==> config.mk <==
export PLATFORM = sky130hd
export DESIGN_NAME = comparator_control_flags
export DESIGN_NICKNAME = d
export VERILOG_FILES = /design/src/design/comparator_control_pkg.sv /design/src/design/comparator_control_flags.sv /design/src/design/output_sync.sv
export SDC_FILE = /design/constraint.sdc
export NUM_CORES = 1
export LEC_CHECK = 0
export ABC_AREA = 1
export BUFFER_PORTS_ARGS = -buffer_cell sky130_fd_sc_hd__buf_2
export CAP_MARGIN = 20
export CORE_MARGIN = 2
export CORE_UTILIZATION = 46
export CTS_CLUSTER_DIAMETER = 60
export DETAILED_ROUTE_END_ITERATION = 10
export PLACE_DENSITY_LB_ADDON = 0.08
export REMOVE_ABC_BUFFERS = 1
export SYNTH_ARGS = -nofsm -noshare
export SYNTH_HDL_FRONTEND = slang
export SYNTH_SLANG_ARGS = --single-unit
==> constraint.sdc <==
create_clock -name i_clock -period 1.25 [get_ports i_clock]
set_clock_uncertainty 0.1 [all_clocks]
set_input_delay 0.25 -clock i_clock [delete_from_list [all_inputs] [get_ports i_clock]]
set_output_delay 0.25 -clock i_clock [all_outputs]
set_load 0.005 [all_outputs]
==> src/design/comparator_control_pkg.sv <==
/*
  Constants and carrier types for the comparator control block.
  Assumes the special-function register port decodes an 8-bit address space.
*/
package comparator_control_pkg;

  // ------------------------------------------------------------
  // register map
  // ------------------------------------------------------------
  localparam logic [7:0] COMPARATOR0_CONTROL_ADDR = 8'h9B;
  localparam logic [7:0] RISE_FALL_GATE_ADDR = 8'h9D;
  localparam logic [7:0] CONTROL_RESET = 8'h00;
  localparam logic [7:0] GATE_RESET = 8'h00;

  // ------------------------------------------------------------
  // control and gate register field positions
  // ------------------------------------------------------------
  localparam int ON_BIT = 7;
  localparam int OUTPUT_STATE_BIT = 6;
  localparam int RISE_FLAG_BIT = 5;
  localparam int FALL_FLAG_BIT = 4;
  localparam int POS_HYST_LSB = 2;
  localparam int NEG_HYST_LSB = 0;
  localparam int RISE_GATE_BIT = 5;
  localparam int FALL_GATE_BIT = 4;

  // ------------------------------------------------------------
  // hysteresis encodings, same for both directions
  // ------------------------------------------------------------
  typedef enum logic [1:0] {
    hyst_off = 2'b00,
    hyst_5mv = 2'b01,
    hyst_10mv = 2'b10,
    hyst_20mv = 2'b11
  } hysteresis_type;

  // settings sent to the analog core
  typedef struct packed {
    logic enable;
    hysteresis_type positive_hysteresis_select;
    hysteresis_type negative_hysteresis_select;
  } analog_settings_type;

  // register port request
  typedef struct packed {
    logic write;
    logic read;
    logic [7:0] address;
    logic [7:0] data;
  } sfr_request_type;

endpackage

==> src/design/comparator_control_flags.sv <==
/*
  Control register, output state and sticky edge flags of one comparator,
  together with the rise and fall interrupt gates that qualify the flags.
  Assumes a synchronous special-function register port on i_clock that
  raises one strobe for one cycle per access, an analog core whose raw
  output is asynchronous to the clock, and an interrupt controller that
  treats both requests as levels.
*/
`timescale 1ns/10ps
`default_nettype none

// Operation
// - on bit enables or disables comparator
// - output state readable, read-only bit
// - detect rising and falling output transitions
// - falling transition sets fall flag
// - rising transition sets rise flag
// - flags sticky until software writes zero
// - hysteresis in low four bits
// - negative select: off, 5, 10, 20 mV
// - positive select encoded like negative
// - control register resets to zero
// - disabled comparator drives pin output low
// - separate gates for rise, fall interrupts
module comparator_control_flags
  import comparator_control_pkg::*;
(
  // clock and reset
  input wire logic i_clock,
  input wire logic i_arst_n,
  // register port
  input wire sfr_request_type i_sfr,
  output logic [7:0] o_read_data,
  // analog core
  input wire logic i_comparator_raw,
  output analog_settings_type o_analog,
  // pin and interrupt side
  output logic o_pin_output,
  output logic o_rise_request,
  output logic o_fall_request
);

  // ------------------------------------------------------------
  // state
  // ------------------------------------------------------------
  // control register fields
  logic comparator0_on_bit;
  logic comparator0_rise_event_flag;
  logic comparator0_fall_event_flag;
  hysteresis_type comparator0_positive_hysteresis_select;
  hysteresis_type comparator0_negative_hysteresis_select;
  // interrupt gates
  logic rise_interrupt_gate;
  logic fall_interrupt_gate;
  // synchronised output and its one-cycle history
  logic output_state;
  logic output_prev;
  // registered read data
  logic [7:0] read_data;

  // next values of the control register
  logic next_on;
  logic next_rise_flag;
  logic next_fall_flag;
  hysteresis_type next_pos_hyst;
  hysteresis_type next_neg_hyst;
  // next values of the gates, history and read data
  logic next_rise_gate;
  logic next_fall_gate;
  logic next_output_prev;
  logic [7:0] next_read_data;

  // decoded strobes and detected edges
  logic control_write;
  logic gate_write;
  logic rise_edge;
  logic fall_edge;

  // ------------------------------------------------------------
  // synchroniser and edge detection
  // ------------------------------------------------------------
  output_sync sync_inst (
    .i_clock(i_clock),
    .i_arst_n(i_arst_n),
    .i_async(i_comparator_raw),
    .o_sync(output_state)
  );

  // edges only counted while enabled, so a disabled core adds no events
  assign rise_edge = comparator0_on_bit && output_state && !output_prev;
  assign fall_edge = comparator0_on_bit && !output_state && output_prev;

  assign control_write = i_sfr.write && (i_sfr.address == COMPARATOR0_CONTROL_ADDR);
  assign gate_write = i_sfr.write && (i_sfr.address == RISE_FALL_GATE_ADDR);

  // ------------------------------------------------------------
  // next-state of registers and flags
  // ------------------------------------------------------------
  always_comb begin
    next_on = comparator0_on_bit;
    next_pos_hyst = comparator0_positive_hysteresis_select;
    next_neg_hyst = comparator0_negative_hysteresis_select;
    next_rise_flag = comparator0_rise_event_flag;
    next_fall_flag = comparator0_fall_event_flag;
    if (control_write) begin
      next_on = i_sfr.data[ON_BIT];
      next_pos_hyst = hysteresis_type'(i_sfr.data[POS_HYST_LSB +: 2]);
      next_neg_hyst = hysteresis_type'(i_sfr.data[NEG_HYST_LSB +: 2]);
      // software may write flags either way; a 1 write also sets them
      next_rise_flag = i_sfr.data[RISE_FLAG_BIT];
      next_fall_flag = i_sfr.data[FALL_FLAG_BIT];
    end
    // a hardware event wins over a clear in the same cycle
    if (rise_edge) begin
      next_rise_flag = 1'b1;
    end
    if (fall_edge) begin
      next_fall_flag = 1'b1;
    end
  end

  // gates change only on their own register write
  always_comb begin
    next_rise_gate = rise_interrupt_gate;
    next_fall_gate = fall_interrupt_gate;
    if (gate_write) begin
      next_rise_gate = i_sfr.data[RISE_GATE_BIT];
      next_fall_gate = i_sfr.data[FALL_GATE_BIT];
    end
  end

  // history follows the synchronised level every cycle, even while off,
  // so that enabling never compares against a stale level
  always_comb begin
    next_output_prev = output_state;
  end

  // ------------------------------------------------------------
  // read data mux, registered
  // ------------------------------------------------------------
  always_comb begin
    next_read_data = read_data;
    if (i_sfr.read) begin
      next_read_data = 8'h00;
      if (i_sfr.address == COMPARATOR0_CONTROL_ADDR) begin
        next_read_data[ON_BIT] = comparator0_on_bit;
        next_read_data[OUTPUT_STATE_BIT] = output_state;
        next_read_data[RISE_FLAG_BIT] = comparator0_rise_event_flag;
        next_read_data[FALL_FLAG_BIT] = comparator0_fall_event_flag;
        next_read_data[POS_HYST_LSB +: 2] = comparator0_positive_hysteresis_select;
        next_read_data[NEG_HYST_LSB +: 2] = comparator0_negative_hysteresis_select;
      end else if (i_sfr.address == RISE_FALL_GATE_ADDR) begin
        next_read_data[RISE_GATE_BIT] = rise_interrupt_gate;
        next_read_data[FALL_GATE_BIT] = fall_interrupt_gate;
      end
    end
  end

  // control register; reset gives the all-zero value
  always_ff @(posedge i_clock or negedge i_arst_n) begin
    if (!i_arst_n) begin
      comparator0_on_bit <= CONTROL_RESET[ON_BIT];
      comparator0_rise_event_flag <= CONTROL_RESET[RISE_FLAG_BIT];
      comparator0_fall_event_flag <= CONTROL_RESET[FALL_FLAG_BIT];
      comparator0_positive_hysteresis_select <= hyst_off;
      comparator0_negative_hysteresis_select <= hyst_off;
    end else begin
      comparator0_on_bit <= next_on;
      comparator0_rise_event_flag <= next_rise_flag;
      comparator0_fall_event_flag <= next_fall_flag;
      comparator0_positive_hysteresis_select <= next_pos_hyst;
      comparator0_negative_hysteresis_select <= next_neg_hyst;
    end
  end

  // interrupt gates, closed after reset so no request leaks out early
  always_ff @(posedge i_clock or negedge i_arst_n) begin
    if (!i_arst_n) begin
      rise_interrupt_gate <= GATE_RESET[RISE_GATE_BIT];
      fall_interrupt_gate <= GATE_RESET[FALL_GATE_BIT];
    end else begin
      rise_interrupt_gate <= next_rise_gate;
      fall_interrupt_gate <= next_fall_gate;
    end
  end

  // edge history; reset matches the low idle level of the synchroniser
  always_ff @(posedge i_clock or negedge i_arst_n) begin
    if (!i_arst_n) begin
      output_prev <= 1'b0;
    end else begin
      output_prev <= next_output_prev;
    end
  end

  // read data, held between reads
  always_ff @(posedge i_clock or negedge i_arst_n) begin
    if (!i_arst_n) begin
      read_data <= 8'h00;
    end else begin
      read_data <= next_read_data;
    end
  end

  // ------------------------------------------------------------
  // outputs
  // ------------------------------------------------------------
  // read data come from a flop and stand for the whole next cycle
  assign o_read_data = read_data;
  // settings come straight from flops, so the core never sees a glitch
  assign o_analog.enable = comparator0_on_bit;
  assign o_analog.positive_hysteresis_select = comparator0_positive_hysteresis_select;
  assign o_analog.negative_hysteresis_select = comparator0_negative_hysteresis_select;
  // pin held low while off so a floating core cannot toggle it
  assign o_pin_output = comparator0_on_bit && output_state;
  // requests are levels from the sticky flags, cleared by software
  assign o_rise_request = rise_interrupt_gate && comparator0_rise_event_flag;
  assign o_fall_request = fall_interrupt_gate && comparator0_fall_event_flag;

endmodule

`default_nettype wire

==> src/design/output_sync.sv <==
/*
  Two-stage synchroniser for the asynchronous comparator output.
  Assumes the input is free of any clock relation to i_clock.
*/
`timescale 1ns/10ps
`default_nettype none

module output_sync (
  // clock and reset
  input wire logic i_clock,
  input wire logic i_arst_n,
  // asynchronous level
  input wire logic i_async,
  // synchronised level
  output logic o_sync
);

  logic meta;
  logic next_meta;
  logic next_sync;

  // first stage feeds only the second
  always_comb begin
    next_meta = i_async;
    next_sync = meta;
  end

  always_ff @(posedge i_clock or negedge i_arst_n) begin
    if (!i_arst_n) begin
      meta <= 1'b0;
      o_sync <= 1'b0;
    end else begin
      meta <= next_meta;
      o_sync <= next_sync;
    end
  end

endmodule

`default_nettype wire

==> results.toml <==
[power_and_ir_drop]
p_int_uw = 909
p_seq_share_pct = 56.6
cellPowerDensity_nw_per_um2 = 958
p_sw_share_pct = 23.8
p_switching_uw = 283
fin_total_pwr_mw = 1.19
p_clk_share_pct = 31.2
pwr-share-comb_pct = 12.2
leakage_nw = 0.758
peakVddDrop_v = 0.000597

[grt]
grt_max_degree = 21
track_usage_pct = 17.8
grt_pass1_wl_um = 3310
antenna_found_initial = 0
grt_overflow = 0
grt_pass1_vias = 745

[clock_tree]
clockRootBuffer = "clkbuf_4"
cts-htree-levels = 1
ctsResizeCount = 0
numCtsBuffers = 3
cts_sinks = 20
clock_latency_ns = 0.30
cts_max_path_buffers = 2
clkTransAtPathRegs_ns = 0.11
cts_tree = "yes"

[route]
vias_per_cell = 4.69
vias = 858
drt_pass1_iterations = 5
drt_wl_total_um = 1970
drtIter0Drc = 16
ant_nets = 0
drc = 0
routedWlPerCell_um = 10.8

[final_layout]
fin_nets = 178
areaGrowthSynthToFinish_pct = 35.7
antenna_cells = 0
fillers = 175
largest_reg_flops = 8
regArea_um2 = 500
drive_gt1_share_pct = 36.5
stdcell_count = 183
multiInputGateArea_um2 = 367

[setup_path]
crit_chain = "nand2_1 -> inv_1 -> buf_2"
critPathCaptureType = "output pin"
crit_path_max_incr_delay_ns = 0.41
rrSetupSlack_ns = 0.18
critical_path_buf_inv_count = 2
cp_max_fo = 2
critical_path.top_delay_family = "flip-flops"
required_ns = 0.90
setup.worst_path.class = "flip-flop to output pin"
critical_path_arrival_ns = 0.93
cp_slowest_cell = "dfrtp_1"
cp-start-kind = "flip-flop"

[timing]
tightest_slew_ns = 0.435
hold_viol = 0
fin_crit_sh_pct = 102
setup_viol = 2
relSlewSlack_pct = 71.0
fin_ws_ns = -0.0305
report.final.slew_viol_count = 0
rsz0062_at_grt = "true"
fin_crit_ns = 1.28
fmax_ghz = 0.781
hold_slack_ns = 0.0323

[placed_design]
hpwl_um = 1320
gp_congestion = 0.797
io_buffers = 35
dp_cells = 167
place_ws_ns = 0.0236

[die]
dieArea_um2 = 2370
die_w_um = 48.7
start_util_pct = 47.7
dieHeight_um = 48.7
rows = 16
core-area_um2 = 1920
io_pins = 37

[synthesis]
synthCells = 107
yosys_warnings = 0
synth.distinct_cells = 16
seq_area_frac_synth_pct = 54.6
syn_area_per_cell_um2 = 8.57
synth_area_um2 = 917
ys_ff_latch = 20

[run_status]
status = "complete, but fails checks"
violations = "setup timing"

[hold_path]
holdCritPathClass = "input port to flip-flop"

[job]
cap_violations = 0
==> Yosys cell counts <==
master / instances / area share (%)
nand3_1: 6 / 3.3
o21ai_0: 8 / 4.4
nand4_1: 2 / 1.4
o21ai_1: 1 / 0.55
nand3_2: 1 / 1.1
buf_2: 1 / 0.55
dfrtp_1: 20 / 55
nor2_8: 2 / 4.4
inv_1: 10 / 4.1
nand2_1: 47 / 19
buf_4: 1 / 0.82
or2_2: 1 / 0.68
nand2_2: 2 / 1.4
nor2_4: 1 / 1.2
nor2_1: 3 / 1.2
nand2_4: 1 / 1.2
==> worst min-delay path: stages <==
cell	delay [ns]
buf_2	0.08
nand2_1	0.04
nand2_1	0.04
==> cell usage in the layout, fill, tap and decap left out <==
| cell type | n |
|---|---|
| nand2_1 | 47 |
| buf_2 | 35 |
| dfrtp_1 | 20 |
| inv_1 | 10 |
| buf_4 | 10 |
| o21ai_0 | 8 |
| nand3_1 | 6 |
| nor2_1 | 3 |
| clkbuf_4 | 3 |
| nand2_2 | 2 |
| nor2_8 | 2 |
| nand4_1 | 2 |
| dlygate4sd3_1 | 2 |
| nor2_4 | 1 |
| nand3_2 | 1 |
| or2_2 | 1 |
| nand2_4 | 1 |
| o21ai_1 | 1 |
| clkbuf_8 | 1 |
==> through the flow <==
step	util (%)	instance area [um^2]	TNS [ns]
floorplan	-	905	0
global placement	57.9	1110	0
detailed placement	57.9	1110	0
CTS	63.2	1210	-0.0507
global route	64.8	1240	-0.215
finish	64.8	1240	-0.0314
==> final cells by class <==
| type | instances | area share, % |
|---|---|---|
| well taps | 27 | 2.71 |
| repair buffers | 47 | 21.7 |
| multi-input cells | 75 | 29.4 |
| inverters | 10 | 3.02 |
| flip-flops and latches | 20 | 40.2 |
| clock buffers | 4 | 2.91 |
==> power groups by stage <==
stage	Sequential [mW]	Combinational (mW)	Clock, mW
after floorplan	0.689	0.0490	0
final	0.675	0.145	0.372
after global placement	0.690	0.117	0
after CTS	0.676	0.139	0.379
after global routing	0.678	0.163	0.424
after detailed placement	0.691	0.118	0
==> logic make-up after synthesis <==
| group | share of synthesized area (%) |
|---|---|
| DFF | 54.6 |
| AOI/OAI and AO/OA | 4.91 |
| buffers and inverters | 5.46 |
| and+or+nand+nor | 35.1 |
==> per-layer routing <==
metal / routed length, um / GRT usage [%]
met3: 101 / 2.78
met2: 956 / 29.0
met1: 893 / 24.3
met4: 17 / 5.71
met5: 0 / 0
==> path summary, 6_finish.rpt <==
check	start	endpoint	cells after the start
min in group asynchronous	i_arst_n	o_read_data[1]	2
min reg2reg	sync_inst.meta	sync_inst.o_sync	0
max in group asynchronous	i_arst_n	rise_interrupt_gate	2
min	i_sfr[0]	comparator0_negative_hysteresis_select[0]	3
max reg2reg	comparator0_rise_event_flag	o_read_data[5]	6
max	sync_inst.o_sync	o_pin_output	3
==> repair_timing <==
action	in CTS	in global routing
hold buffers	2	0
hold endpoints to repair	21	0
pin swaps	1	1
setup buffers	6	4
setup endpoints to repair	3	7
No activity file was read; power rests on OpenSTA's default activity.
